## src/logic/awcrs_pkg.sv

```systemverilog
// Purpose: Constants for the converter window compare and reference select block
// Assumes: Byte address of a register is four times its index
// Notes:   Registers are eight bits wide in the low lane of a 32-bit word
//
// Overview of operation
// Less-than bound low byte is a full eight-bit read/write register.
// Less-than bound is high byte register joined above low byte register.
// Lower bound above upper bound: flag when result inside both bounds strictly.
// Lower bound below upper bound: flag when result strictly outside either bound.
// Reference field code 00 selects external pin, 11 supply, 01 reserved.
// Upper six bits of reference control read zero, writes ignored.
// Right justified data splits low eight and high four bits; compare uses it.
// Greater-than bound has high and low byte registers like the less-than.
// Window checked once per conversion; flag stays until software clears it.
package awcrs_pkg;
  localparam int          ADDR_W          = 12;
  localparam int          RESULT_W        = 12;
  // Register indices, byte address is index times four
  localparam logic [7:0]  IDX_RESULT_LOW  = 8'hbe;
  localparam logic [7:0]  IDX_RESULT_HIGH = 8'hbf;
  localparam logic [7:0]  IDX_LT_LOW      = 8'hc4;
  localparam logic [7:0]  IDX_GT_HIGH     = 8'hc5;
  localparam logic [7:0]  IDX_LT_HIGH     = 8'hc7;
  localparam logic [7:0]  IDX_GT_LOW      = 8'hce;
  localparam logic [7:0]  IDX_REF_CTRL    = 8'hd1;
  localparam logic [7:0]  IDX_IRQ_STATUS  = 8'hf8;
  localparam logic [7:0]  IDX_IRQ_MASK    = 8'hf9;
  localparam logic [7:0]  IDX_CONFIG      = 8'hfa;
  // Field positions
  localparam int          REF_FIELD_W     = 2;
  localparam int          STAT_WIN_BIT    = 0;
  localparam int          STAT_CONV_BIT   = 1;
  localparam int          STAT_W          = 2;
  localparam int          CFG_LJUST_BIT   = 0;
  // Reset values
  localparam logic [7:0]  RST_BOUND       = 8'h00;
  localparam logic [1:0]  RST_REF_FIELD   = 2'h0;
  localparam logic [1:0]  RST_STAT        = 2'h0;
  localparam logic [1:0]  RST_MASK        = 2'h0;
  localparam logic [11:0] RST_RESULT      = 12'h000;
  // Reference source codes
  localparam logic [1:0]  REF_EXTERNAL    = 2'h0;
  localparam logic [1:0]  REF_RESERVED    = 2'h1;
  localparam logic [1:0]  REF_SUPPLY      = 2'h3;
  // Bus responses
  localparam logic [1:0]  RESP_OKAY       = 2'h0;
  localparam logic [1:0]  RESP_SLVERR     = 2'h2;
endpackage : awcrs_pkg

```

## src/logic/awcrs_window_cmp.sv

```systemverilog
// Purpose: Window decision on one right-justified conversion word
// Assumes: Bounds and result are unsigned
// Notes:   Purely combinational
`timescale 1ns/1ps
module awcrs_window_cmp #(
  parameter int RESULT_W = 12
) (
  input  wire logic [RESULT_W-1:0] result,
  input  wire logic [15:0]         lt_bound,
  input  wire logic [15:0]         gt_bound,
  output logic                     hit
);
  wire logic [15:0] result_wide;
  wire logic        below_lt;
  wire logic        above_gt;
  wire logic        inside_mode;

  assign result_wide = 16'(result);
  assign below_lt    = result_wide < lt_bound;
  assign above_gt    = result_wide > gt_bound;
  assign inside_mode = lt_bound > gt_bound;
  // inside or outside window
  assign hit = inside_mode ? (below_lt & above_gt) : (below_lt | above_gt);
endmodule : awcrs_window_cmp

```

## src/logic/awcrs_top.sv

```systemverilog
// Purpose: Window compare and reference select with AXI4-Lite registers
// Assumes: conv_done is a one-cycle pulse with conv_result valid alongside
// Notes:   Interrupt status is write-one-to-clear; a new event wins a clear
//
// The implementer's own choice: register access over AXI4-Lite.
`timescale 1ns/1ps
module awcrs_top #(
  parameter int RESULT_W = 12
) (
  input  wire logic                        core_clk,
  input  wire logic                        rstn,
  input  wire logic [awcrs_pkg::ADDR_W-1:0] s_axi_awaddr,
  input  wire logic                        s_axi_awvalid,
  output logic                             s_axi_awready,
  input  wire logic [31:0]                 s_axi_wdata,
  input  wire logic [3:0]                  s_axi_wstrb,
  input  wire logic                        s_axi_wvalid,
  output logic                             s_axi_wready,
  output logic [1:0]                       s_axi_bresp,
  output logic                             s_axi_bvalid,
  input  wire logic                        s_axi_bready,
  input  wire logic [awcrs_pkg::ADDR_W-1:0] s_axi_araddr,
  input  wire logic                        s_axi_arvalid,
  output logic                             s_axi_arready,
  output logic [31:0]                      s_axi_rdata,
  output logic [1:0]                       s_axi_rresp,
  output logic                             s_axi_rvalid,
  input  wire logic                        s_axi_rready,
  input  wire logic                        conv_done,
  input  wire logic [RESULT_W-1:0]         conv_result,
  output logic [1:0]                       reference_source_field,
  output logic                             window_hit_flag,
  output logic                             irq
);
  if (RESULT_W != awcrs_pkg::RESULT_W) begin : g_bad_width
    $error("Only a twelve-bit result is supported");
  end

  // Register state
  logic [7:0]                  lt_low_reg;
  logic [7:0]                  lt_high_reg;
  logic [7:0]                  gt_low_reg;
  logic [7:0]                  gt_high_reg;
  logic [1:0]                  ref_field_reg;
  logic [awcrs_pkg::STAT_W-1:0] status_reg;
  logic [awcrs_pkg::STAT_W-1:0] status_next;
  logic [awcrs_pkg::STAT_W-1:0] mask_reg;
  logic                        ljust_reg;
  logic [RESULT_W-1:0]         result_reg;

  // Bus state
  logic                        aw_full_reg;
  logic                        w_full_reg;
  logic [7:0]                  aw_idx_reg;
  logic                        aw_low_reg;
  logic [31:0]                 wdata_reg;
  logic                        wstrb0_reg;
  logic                        bvalid_reg;
  logic [1:0]                  bresp_reg;
  logic                        rvalid_reg;
  logic [31:0]                 rdata_reg;
  logic [1:0]                  rresp_reg;

  // Decode
  wire logic                   wr_fire;
  wire logic                   wr_en;
  wire logic [7:0]             wr_byte;
  wire logic                   wr_hit;
  wire logic [7:0]             ar_idx;
  wire logic                   ar_aligned;
  wire logic [7:0]             rd_byte;
  wire logic                   rd_hit;
  wire logic [15:0]            lt_bound;
  wire logic [15:0]            gt_bound;
  wire logic                   win_hit;
  wire logic [15:0]            result_word;
  wire logic [7:0]             data_low;
  wire logic [7:0]             data_high;
  wire logic [awcrs_pkg::STAT_W-1:0] events;
  wire logic [awcrs_pkg::STAT_W-1:0] w1c;

  assign s_axi_awready = ~aw_full_reg;
  assign s_axi_wready  = ~w_full_reg;
  assign s_axi_bvalid  = bvalid_reg;
  assign s_axi_bresp   = bresp_reg;
  assign s_axi_arready = ~rvalid_reg;
  assign s_axi_rvalid  = rvalid_reg;
  assign s_axi_rdata   = rdata_reg;
  assign s_axi_rresp   = rresp_reg;

  assign wr_fire = aw_full_reg & w_full_reg & ~bvalid_reg;
  assign wr_en   = wr_fire & wstrb0_reg & aw_low_reg;
  assign wr_byte = wdata_reg[7:0];
  assign wr_hit  = aw_low_reg & (aw_idx_reg == awcrs_pkg::IDX_LT_LOW
                || aw_idx_reg == awcrs_pkg::IDX_LT_HIGH
                || aw_idx_reg == awcrs_pkg::IDX_GT_LOW
                || aw_idx_reg == awcrs_pkg::IDX_GT_HIGH
                || aw_idx_reg == awcrs_pkg::IDX_REF_CTRL
                || aw_idx_reg == awcrs_pkg::IDX_IRQ_STATUS
                || aw_idx_reg == awcrs_pkg::IDX_IRQ_MASK
                || aw_idx_reg == awcrs_pkg::IDX_CONFIG
                || aw_idx_reg == awcrs_pkg::IDX_RESULT_LOW
                || aw_idx_reg == awcrs_pkg::IDX_RESULT_HIGH);

  // sixteen-bit bounds
  assign lt_bound = {lt_high_reg, lt_low_reg};
  assign gt_bound = {gt_high_reg, gt_low_reg};

  // data placement by justification
  assign result_word = ljust_reg ? {result_reg, 4'h0} : 16'(result_reg);
  assign data_low    = result_word[7:0];
  assign data_high   = result_word[15:8];

  assign ar_idx     = s_axi_araddr[9:2];
  assign ar_aligned = (s_axi_araddr[1:0] == 2'h0) & (s_axi_araddr[11:10] == 2'h0);
  assign rd_hit     = ar_aligned & (ar_idx == awcrs_pkg::IDX_LT_LOW
                   || ar_idx == awcrs_pkg::IDX_LT_HIGH
                   || ar_idx == awcrs_pkg::IDX_GT_LOW
                   || ar_idx == awcrs_pkg::IDX_GT_HIGH
                   || ar_idx == awcrs_pkg::IDX_REF_CTRL
                   || ar_idx == awcrs_pkg::IDX_IRQ_STATUS
                   || ar_idx == awcrs_pkg::IDX_IRQ_MASK
                   || ar_idx == awcrs_pkg::IDX_CONFIG
                   || ar_idx == awcrs_pkg::IDX_RESULT_LOW
                   || ar_idx == awcrs_pkg::IDX_RESULT_HIGH);
  // unused reference bits read zero
  assign rd_byte =
      (ar_idx == awcrs_pkg::IDX_LT_LOW)      ? lt_low_reg :
      (ar_idx == awcrs_pkg::IDX_LT_HIGH)     ? lt_high_reg :
      (ar_idx == awcrs_pkg::IDX_GT_LOW)      ? gt_low_reg :
      (ar_idx == awcrs_pkg::IDX_GT_HIGH)     ? gt_high_reg :
      (ar_idx == awcrs_pkg::IDX_REF_CTRL)    ? {6'h00, ref_field_reg} :
      (ar_idx == awcrs_pkg::IDX_IRQ_STATUS)  ? {6'h00, status_reg} :
      (ar_idx == awcrs_pkg::IDX_IRQ_MASK)    ? {6'h00, mask_reg} :
      (ar_idx == awcrs_pkg::IDX_CONFIG)      ? {7'h00, ljust_reg} :
      (ar_idx == awcrs_pkg::IDX_RESULT_LOW)  ? data_low :
      (ar_idx == awcrs_pkg::IDX_RESULT_HIGH) ? data_high : 8'h00;

  awcrs_window_cmp #(
    .RESULT_W (RESULT_W)
  ) u_cmp (
    .result   (conv_result),
    .lt_bound (lt_bound),
    .gt_bound (gt_bound),
    .hit      (win_hit)
  );

  // one check per conversion, sticky
  assign events[awcrs_pkg::STAT_WIN_BIT]  = conv_done & win_hit;
  assign events[awcrs_pkg::STAT_CONV_BIT] = conv_done;
  assign w1c = (wr_en && aw_idx_reg == awcrs_pkg::IDX_IRQ_STATUS)
             ? wr_byte[awcrs_pkg::STAT_W-1:0] : '0;
  assign status_next = (status_reg & ~w1c) | events;

  assign window_hit_flag        = status_reg[awcrs_pkg::STAT_WIN_BIT];
  assign irq                    = |(status_reg & mask_reg);
  assign reference_source_field = ref_field_reg;

  // Write address and data capture
  always_ff @(posedge core_clk or negedge rstn) begin
    if (!rstn) begin
      aw_full_reg <= 1'b0;
      aw_idx_reg  <= 8'h00;
      aw_low_reg  <= 1'b0;
    end else if (s_axi_awvalid && !aw_full_reg) begin
      aw_full_reg <= 1'b1;
      aw_idx_reg  <= s_axi_awaddr[9:2];
      aw_low_reg  <= (s_axi_awaddr[1:0] == 2'h0) & (s_axi_awaddr[11:10] == 2'h0);
    end else if (wr_fire) begin
      aw_full_reg <= 1'b0;
    end
  end

  always_ff @(posedge core_clk or negedge rstn) begin
    if (!rstn) begin
      w_full_reg <= 1'b0;
      wdata_reg  <= 32'h0000_0000;
      wstrb0_reg <= 1'b0;
    end else if (s_axi_wvalid && !w_full_reg) begin
      w_full_reg <= 1'b1;
      wdata_reg  <= s_axi_wdata;
      wstrb0_reg <= s_axi_wstrb[0];
    end else if (wr_fire) begin
      w_full_reg <= 1'b0;
    end
  end

  // Write response
  always_ff @(posedge core_clk or negedge rstn) begin
    if (!rstn) begin
      bvalid_reg <= 1'b0;
      bresp_reg  <= awcrs_pkg::RESP_OKAY;
    end else if (wr_fire) begin
      bvalid_reg <= 1'b1;
      bresp_reg  <= wr_hit ? awcrs_pkg::RESP_OKAY : awcrs_pkg::RESP_SLVERR;
    end else if (s_axi_bready) begin
      bvalid_reg <= 1'b0;
    end
  end

  // Read channel
  always_ff @(posedge core_clk or negedge rstn) begin
    if (!rstn) begin
      rvalid_reg <= 1'b0;
      rdata_reg  <= 32'h0000_0000;
      rresp_reg  <= awcrs_pkg::RESP_OKAY;
    end else if (s_axi_arvalid && !rvalid_reg) begin
      rvalid_reg <= 1'b1;
      rdata_reg  <= {24'h000000, rd_hit ? rd_byte : 8'h00};
      rresp_reg  <= rd_hit ? awcrs_pkg::RESP_OKAY : awcrs_pkg::RESP_SLVERR;
    end else if (s_axi_rready) begin
      rvalid_reg <= 1'b0;
    end
  end

  // bound byte registers
  always_ff @(posedge core_clk or negedge rstn) begin
    if (!rstn) begin
      lt_low_reg  <= awcrs_pkg::RST_BOUND;
      lt_high_reg <= awcrs_pkg::RST_BOUND;
      gt_low_reg  <= awcrs_pkg::RST_BOUND;
      gt_high_reg <= awcrs_pkg::RST_BOUND;
    end else if (wr_en) begin
      if (aw_idx_reg == awcrs_pkg::IDX_LT_LOW) lt_low_reg <= wr_byte;
      if (aw_idx_reg == awcrs_pkg::IDX_LT_HIGH) lt_high_reg <= wr_byte;
      if (aw_idx_reg == awcrs_pkg::IDX_GT_LOW) gt_low_reg <= wr_byte;
      if (aw_idx_reg == awcrs_pkg::IDX_GT_HIGH) gt_high_reg <= wr_byte;
    end
  end

  // reference field, upper bits dropped
  always_ff @(posedge core_clk or negedge rstn) begin
    if (!rstn) begin
      ref_field_reg <= awcrs_pkg::RST_REF_FIELD;
      mask_reg      <= awcrs_pkg::RST_MASK;
      ljust_reg     <= 1'b0;
    end else if (wr_en) begin
      if (aw_idx_reg == awcrs_pkg::IDX_REF_CTRL) ref_field_reg <= wr_byte[1:0];
      if (aw_idx_reg == awcrs_pkg::IDX_IRQ_MASK) mask_reg <= wr_byte[1:0];
      if (aw_idx_reg == awcrs_pkg::IDX_CONFIG) ljust_reg <= wr_byte[awcrs_pkg::CFG_LJUST_BIT];
    end
  end

  // sticky status, set wins clear
  always_ff @(posedge core_clk or negedge rstn) begin
    if (!rstn) begin
      status_reg <= awcrs_pkg::RST_STAT;
      result_reg <= awcrs_pkg::RST_RESULT;
    end else begin
      status_reg <= status_next;
      if (conv_done) result_reg <= conv_result;
    end
  end
endmodule : awcrs_top

```

## config.mk

```make
export PLATFORM = sky130hd
export DESIGN_NAME = awcrs_top
export DESIGN_NICKNAME = d
export VERILOG_FILES = /design/src/logic/awcrs_pkg.sv /design/src/logic/awcrs_window_cmp.sv /design/src/logic/awcrs_top.sv
export SDC_FILE = /design/constraint.sdc
export NUM_CORES = 1
export LEC_CHECK = 0
export BUFFER_PORTS_ARGS = -buffer_cell sky130_fd_sc_hd__buf_4
export CAP_MARGIN = 40
export CELL_PAD_IN_SITES_DETAIL_PLACEMENT = 2
export CELL_PAD_IN_SITES_GLOBAL_PLACEMENT = 2
export CORE_MARGIN = 4
export CORE_UTILIZATION = 37
export DETAILED_ROUTE_END_ITERATION = 12
export PLACE_DENSITY_LB_ADDON = 0.1
export SETUP_SLACK_MARGIN = 0.05
export SYNTH_ARGS = -nofsm -noshare
export SYNTH_HDL_FRONTEND = slang
export SYNTH_SLANG_ARGS = --single-unit
```

## constraint.sdc

```tcl
create_clock -name core_clk -period 2.75 [get_ports core_clk]
set_clock_uncertainty 0.05 [all_clocks]
set_input_delay 0.1375 -clock core_clk [delete_from_list [all_inputs] [get_ports core_clk]]
set_output_delay 0.1375 -clock core_clk [all_outputs]
set_load 0.01 [all_outputs]
```

### Word-level counts from Yosys, hierarchy flattened

Cells that the tools add are included.

* register bits after elaboration: 85
* bits in latches: 0
* memory bits (writable): 0
* bits in read-only memories: 0
* input port bits: 80
* word-level logic and storage cells: 126
* memories: 0

* $add $sub $neg: 0
* $mul: 0
* div/mod/pow operators: 0
* order comparisons: 3
* eq/ne operators: 20
* shifts and indexed selects: 0
* multiplexer cells: 23
* bitwise gates (word level): 19
* reductions and logical operators: 41

Operator list (count)
* equality test 8 bit (second input constant): 20
* 2-to-1 mux 8 bit: 11
* logical OR 1 bit: 18
* greater-than comparator 12 x 16 -> 1 bit: 1
* greater-than comparator 16 bit: 1
* less-than comparator 12 x 16 -> 1 bit: 1
* 2-to-1 mux 16 bit: 1
* AND reduction 2 bit: 7
* bitwise AND 1 bit: 10
* logical NOT 2 bit: 4
* 2-to-1 mux 1 bit: 8
* nonzero test 2 bit: 4
* 2-to-1 mux 2 bit: 3
* bitwise AND 2 bit: 2
* logical AND 1 bit: 4
* NOT 1 bit: 4
* logical NOT 1 bit: 3
* NOT 2 bit: 1
* OR 2 bit: 1
* OR reduction 2 bit: 1
* OR 1 bit: 1

### Depth between registers and ports, before layout

Gate-level depths: netlist of the first run.

* depth in word-level cells: 12
* mapped depth: 8
* gate-level depth less buffers: 8

### By module

A second synthesis of the first run with hierarchy kept.

* cell total of the unflattened synthesis: 499
* area total of the unflattened synthesis: 5197.5 um^2

Modules (own cells, without submodules)
* awcrs_top: instances 1, cells each 376, area each 4244.1 um^2
* awcrs_window_cmp: instances 1, cells each 123, area each 953.4 um^2

### Least setup slack after synthesis of the first run

OpenSTA, ideal clock, no wires.

* kind: reg2reg
* start point: reg lt_high_reg[1]
* end point: reg status_reg[0] in the netlist's numbering
* library setup time: 0.095 ns
* data arrival time: 1.719 ns
* data required time: 2.605 ns
* path slack: 0.886 ns
* cell stages (with the launch flop): 8
* path buffers: 0
* cell sequence: dfrtp_1 ha_1 a211o_1 o211ai_1 a21oi_1 o41ai_1 nor2_1 o31ai_1

* word-level cells in the longest chain between the ends: 5

RTL lines
* from (decl): RTL line awcrs_top.sv:41 `logic [7:0] lt_high_reg;`
* from (signal assigned): RTL line awcrs_top.sv:220 `lt_high_reg <= awcrs_pkg::RST_BOUND;`
* from (signal assigned): RTL line awcrs_top.sv:225 `if (aw_idx_reg == awcrs_pkg::IDX_LT_HIGH) lt_high_reg <= wr_byte;`
* less-than comparator 12 x 16 -> 1 bit: RTL line awcrs_window_cmp.sv:19 `assign below_lt = result_wide < lt_bound;`
* OR 1 bit / bitwise AND 1 bit (equally long branches): RTL line awcrs_window_cmp.sv:23 `assign hit = inside_mode ? (below_lt & above_gt) : (below_lt | above_gt);`
* 2-to-1 mux 1 bit *: RTL line awcrs_window_cmp.sv:23
* bitwise AND 1 bit *: RTL line awcrs_top.sv:149 `assign events[awcrs_pkg::STAT_WIN_BIT] = conv_done & win_hit;`
* OR 2 bit *: RTL line awcrs_top.sv:153 `assign status_next = (status_reg & ~w1c) | events;`
* named net status_next (one bit): RTL line awcrs_top.sv:46 `logic [awcrs_pkg::STAT_W-1:0] status_next;`
* to (signal assigned): RTL line awcrs_top.sv:247 `status_reg <= awcrs_pkg::RST_STAT;`
* to (signal assigned): RTL line awcrs_top.sv:250 `status_reg <= status_next;`
* to (decl): RTL line awcrs_top.sv:45 `logic [awcrs_pkg::STAT_W-1:0] status_reg;`

Mark *: on every way through the listed nets, which the timed path passes. The rest lies on a longest branch.
A chain may end at the register's enable or synchronous reset.

### Final worst setup path of the first run

* start point: reg gt_low_reg[7]
* end point: reg status_reg[0] in the netlist's numbering

* word-level cells in the longest chain between the ends: 5

RTL lines
* from (decl): RTL line awcrs_top.sv:42 `logic [7:0] gt_low_reg;`
* from (signal assigned): RTL line awcrs_top.sv:221 `gt_low_reg <= awcrs_pkg::RST_BOUND;`
* from (signal assigned): RTL line awcrs_top.sv:226 `if (aw_idx_reg == awcrs_pkg::IDX_GT_LOW) gt_low_reg <= wr_byte;`
* greater-than comparator 12 x 16 -> 1 bit: RTL line awcrs_window_cmp.sv:20 `assign above_gt = result_wide > gt_bound;`
* OR 1 bit / bitwise AND 1 bit (equally long branches): RTL line awcrs_window_cmp.sv:23
* 2-to-1 mux 1 bit *: RTL line awcrs_window_cmp.sv:23
* bitwise AND 1 bit *: RTL line awcrs_top.sv:149
* OR 2 bit *: RTL line awcrs_top.sv:153
* named net status_next (one bit): RTL line awcrs_top.sv:46

Marks and branches as above.

==> results of run 1 <==
## cell families after synthesis
logic type | Yosys count
DFF | 83
AOI/OAI and AO/OA | 101
buffers and inverters | 83
and+or+nand+nor | 107
other | 1
adders and majority gates | 39
muxes | 80
## timing repair
action	CTS	global route
hold buffers	22	0
resized for setup	0	0
endpoints found under the hold margin	58	0
## how the worst max path moves through the flow
stage	startpoint	endpoint	slack [ns]	depth (start not counted)
6_report	gt_low_reg[7]	status_reg[0]	0.45	8
5_1_grt	gt_low_reg[7]	status_reg[0]	0.37	8
4_1_cts	gt_low_reg[7]	status_reg[0]	0.47	8
3_5_place_dp	gt_low_reg[7]	status_reg[0]	0.48	8
3_3_place_gp	gt_high_reg[1]	status_reg[0]	0.60	8
2_1_floorplan	lt_high_reg[1]	status_reg[0]	0.89	7
## worst max-delay path, cell delays in order (launching register included)
cell and delay (ns):
dfrtp_1 0.45, inv_1 0.11, ha_1 0.32, a21oi_1 0.17
o21ai_0 0.13, nor4b_1 0.16, o41ai_1 0.50, nor2_1 0.08
o31ai_1 0.23
## synthesized netlist by cell type (2+ instances only)
master     number
o21ai_0        16
a32o_1          2
a21boi_0        2
and4_1          2
nor3_2          2
o211ai_1        4
a22oi_1         2
a222oi_1        4
inv_1          39
a32oi_1         3
nand2_1        28
mux2i_1        13
o21ai_1         7
o31ai_1         2
clkbuf_1       10
buf_4          27
o2bb2ai_1       3
and2_1          2
nor2_1         15
nand2_2         3
a31oi_1         5
a21oi_1        15
a21o_1         10
nand3_1        13
dfrtp_1        83
a221o_1         2
nor2b_1         5
nor3_1          3
o21a_1          2
buf_2           6
a211oi_1        4
o22ai_1         7
nand4_1         4
nor4_1          6
ha_1           39
nand3b_1        2
nand4b_1        2
nor4b_1         2
nand2b_1        6
mux2_2         66
## area by class of cell
type,count,share of cell area (%)
Sequential cell,83,32.5
Multi-Input combinational cell,353,43.9
Clock inverter,5,1.33
Clock buffer,11,3.95
Inverter,39,2.29
Tap cell,180,3.52
Timing Repair Buffer,97,12.6
## report_power, final
group	total, mW	switching, mW	internal (mW)	leakage, nW
registers	1.66	0.259	1.40	1.06
logic	0.715	0.346	0.369	1.66
clock network	1.35	0.506	0.848	0.162
total	3.73	1.11	2.62	2.89
## routing by layer
metal / vias up / global-route usage [%]
li1: 1928 / -
met1: 2114 / 26.1
met2: 96 / 34.4
met3: 20 / 2.95
met4: 0 / 6.37
met5: - / 0
==> flow_summary.ini, run 1 <==
[layout]
nFillCells = 1452
seq_area_mm2 = 0.00208
largest_reg_flops = 12
insertedDiodeCount = 0
final_area_mm2 = 0.00640
drive_above_1_share_pct = 29.4
multi_input_area_mm2 = 0.00281
final_common_cell = dfrtp_1
finish.utilization_pct = 46.3
layout_common_cells = dfrtp_1, buf_4, mux2_2
synthToLayoutAreaGrowth_pct = 22.6
fin_nets = 702
fin_cells = 768

[worst_setup_path]
end_kind = register
r2r_start = gt_low_reg[7]
reg2reg_slack_ns = 0.45
reg2reg_to = status_reg[0]
cp.required_ns = 2.94
crit_type = reg2reg
r2r_cells = 8
cp-start-kind = register
critPathMaxFanout = 3
crit_arrival_ns = 2.49

[yosys]
synth-simple-area-share_pct = 12.2
syn_area_per_cell_um2 = 10.6
synth.area.mux_share_pct = 16.9
ys_types = 66
synth_ff_type = dfrtp_1
synth_top_area_share_pct = 39.8
synth_compound_area_share_pct = 13.4
synth_area_leaders = dfrtp_1, mux2_2, ha_1, buf_4, inv_1
syn-cell-area_mm2 = 0.00522
yosys_warnings = 0
synth_top_family_by_area = multiplexers
synth_xor_area_share_pct = 0
ys_seq_elements = 83
synthAdderAreaFrac_pct = 9.35
yosysTopAreaCell = dfrtp_1
syn_inst = 494
yosysSeqAreaShare_pct = 39.8
synth_edf_count = 0
async_flop_share_pct = 100

[timing]
worst_slew_pin_slew_ns = 0.849
fin_ws_ns = 0.447
whs_ns = 0.0122
timing.setup.tns_ns = 0
relSlewSlack_pct = 43.3
rsz0062_at_grt = false
post-route-min-period_ns = 2.30
period_share_pct = 83.7
max_freq_mhz = 434
hold_viol = 0
drv_slew = 0
setup_viol = 0

[placed_design]
dp_slack_ns = 0.475
dp.cells = 730
dpl_cell_area_mm2 = 0.00584
port_buffers = 71
routabilityCongestion = 0.842
hpwlAfterDp_um = 12300

[clock_tree]
htreeDepth = 3
postCtsSetupBuffers = 0
clk_pin_slew_worst_paths_ns = 0.06
cts_max_path_buffers = 2
clkSinkCount = 83
insertion_delay_ns = 0.34
cts-root-buf = clkbuf_16
cts_tree = yes
numCtsBuffers = 9

[status]
status = finished clean

[power_and_ir_drop]
total_power_mw = 3.73
leakagePower_nw = 2.89
powerDensity_mw_per_mm2 = 582
vdd_drop_max_v = 0.000422

[global_routing]
grt-ovfl-total = 0
track_usage_pct = 20.1
antenna_found_initial = 0
grt_pass1_wl_um = 25200
grt_pass1_vias = 4583
grt_max_degree = 47

[floorplanning]
fp.dieH_um = 127
dieArea_mm2 = 0.0161
core_area_mm2 = 0.0138
rows = 43
start_util_pct = 37.8
pin_count = 125
dieWidth_um = 127

[hold_path]
hold_class = in2reg
min_from = conv_result[1]
holdPathStages = 2
hold_end = result_reg[1]

[drt]
wl_met1_um = 6870
dr_wl_met3_um = 747
drtIter0Drc = 176
wl_met2_um = 7820
highest_layer = met4
num_vias = 4158
detail-route-antenna-nets = 0
wl_per_cell_um = 20.5
dr.pass1.iters = 5
finalWirelength_um = 15800
viasPerCell = 5.41
drc = 0

[job]
maxCapViolCount = 0
Note: power is estimated with default switching activity, not from simulation.
==> run 2: changes to the inputs <==
Settings changed: CORE_UTILIZATION 37 to 34.
Clock period 2.75 ns to 2.15 ns, I/O delays scaled along.
==> flow_summary.ini, run 2 (synthesis gave the netlist of run 1 again) <==
[status]
status = finished clean

[floorplanning]
dieWidth_um = 132
fp.dieH_um = 132
pin_count = 125
core_area_mm2 = 0.0151
start_util_pct = 34.5
rows = 45
dieArea_mm2 = 0.0174

[drt]
num_vias = 4367
wl_per_cell_um = 21.3
drc = 0
dr.pass1.iters = 4
drtIter0Drc = 185
detail-route-antenna-nets = 0
viasPerCell = 5.33
finalWirelength_um = 17500

[layout]
finish.utilization_pct = 45.4
largest_reg_flops = 12
drive_above_1_share_pct = 34.5
layout_common_cells = buf_4, dfrtp_1, mux2_2
nFillCells = 1590
fin_nets = 746
final_common_cell = buf_4
insertedDiodeCount = 0
fin_cells = 820
synthToLayoutAreaGrowth_pct = 31.7

[worst_setup_path]
cp.required_ns = 2.33
crit_type = reg2reg
crit_chain = inv_1, ha_1, nand2_1, nor4_4, a21boi_4, o41ai_4, a32oi_1, o31ai_1
end_kind = register
critPathMaxFanout = 2
crit_start = gt_high_reg[3]
slowest_stage = dfrtp_1
r2r_start = gt_high_reg[3]
slowest_delay_ns = 0.36
crit_arrival_ns = 2.24
cp-start-kind = register

[timing]
relSlewSlack_pct = 62.9
whs_ns = 0.0205
max_freq_mhz = 486
worst_slew_pin_slew_ns = 0.551
fin_ws_ns = 0.0904
post-route-min-period_ns = 2.06
rsz0062_at_grt = true
period_share_pct = 95.8
drv_slew = 0
hold_viol = 0
setup_viol = 0

[power_and_ir_drop]
seq_power_share_pct = 42.5
pwr-share-clk_pct = 36.4
p_int_mw = 3.48
leakagePower_nw = 3.13
switching_share_pct = 29.9
pwr-share-comb_pct = 21.1
vdd_drop_max_v = 0.000644
p_switching_mw = 1.49
powerDensity_mw_per_mm2 = 722

[clock_tree]
cts-root-buf = clkbuf_16
htreeDepth = 3
clk_pin_slew_worst_paths_ns = 0.06
cts_max_path_buffers = 2
numCtsBuffers = 9
clkSinkCount = 83
cts_tree = yes
insertion_delay_ns = 0.35

[placed_design]
routabilityCongestion = 0.836
dp.cells = 766
dp_slack_ns = -0.0653
port_buffers = 71
hpwlAfterDp_um = 13100

[global_routing]
grt_pass1_vias = 4974
grt_max_degree = 84
antenna_found_initial = 0
grt-ovfl-total = 0
track_usage_pct = 20.7
grt_pass1_wl_um = 28300

[hold_path]
hold_class = in2reg
min_from = conv_result[5]

[job]
maxCapViolCount = 0
run 2: cell count changes in the layout (fill, tap and decap cells not counted), sizes merged:
| cell | delta |
|---|---|
| clkinv | -1 |
| inv | +1 |
| bufinv | +1 |
| clkinvlp | -1 |
| dlygate4sd3 | +11 |
| buf | +33 |
run 2: metal layers:
metal / vias to the layer above / GRT usage, % / share of wire, %
li1: 2015 / - / -
met5: - / 0 / 0
met2: 79 / 36.6 / 52
met3: 23 / 4.08 / 3.4
met1: 2250 / 25.4 / 43
met4: 0 / 6.48 / 2.1
run 2: final cells by class:
type                    instances  area [µm²]  share of cell area, %
multi-input cells             353        2910                   42.4
well taps                     188         235                   3.42
clock inverters                 5         110                   1.60
inverters                      39         146                   2.13
repair buffers                141        1160                   16.8
clock buffers                  11         233                   3.38
flip-flops and latches         83        2080                   30.2
run 2: power groups by stage:
| stage | clock [mW] | sequential, mW | combinational [mW] |
|---|---|---|---|
| 6_report | 1.81 | 2.11 | 1.05 |
| 5_1_grt | 1.92 | 2.17 | 1.16 |
| 4_1_cts | 1.85 | 2.12 | 1.03 |
| 3_5_place_dp | 0 | 2.14 | 0.966 |
| 3_3_place_gp | 0 | 2.12 | 0.921 |
| 2_1_floorplan | 0 | 1.99 | 0.671 |
run 2: path summary, 6_finish.rpt:
kind                            slack [ns]              to  depth (start not counted)
worst max-delay path                  0.09   status_reg[0]                          8
worst min-delay path                  0.02   result_reg[5]                          2
worst max register to register        0.09   status_reg[0]                          8
worst min register to register        0.44  s_axi_rdata[6]                          2
max in group asynchronous             1.35       ljust_reg                          3
min in group asynchronous             0.27  result_reg[10]                          3
run 2: critical path, delay by kind of cell (launching register included):
family | cells | cell delay [ns]
AOI/OAI and AO/OA | 4 | 0.67
and+or+nand+nor | 2 | 0.48
DFF | 1 | 0.36
adders and majority gates | 1 | 0.30
buffers and inverters | 1 | 0.08
run 2: stage by stage:
stage / total power, mW / TNS, ns / area [µm²]
after floorplan: 2.66 / 0 / 5320
after global placement: 3.04 / 0 / 6050
after detailed placement: 3.11 / -0.0653 / 6050
after CTS: 5.00 / 0 / 6820
after global routing: 5.25 / -0.0211 / 6880
final: 4.96 / 0 / 6880
run 2: repair_timing:
action / 4_1_cts / 5_1_grt
endpoints found under the hold margin: 115 / 0
setup endpoints to repair: 1 / 4
buffers inserted: 4 / 2
pin swaps: 9 / 6
hold buffers: 33 / 0
gates resized for setup: 13 / 8
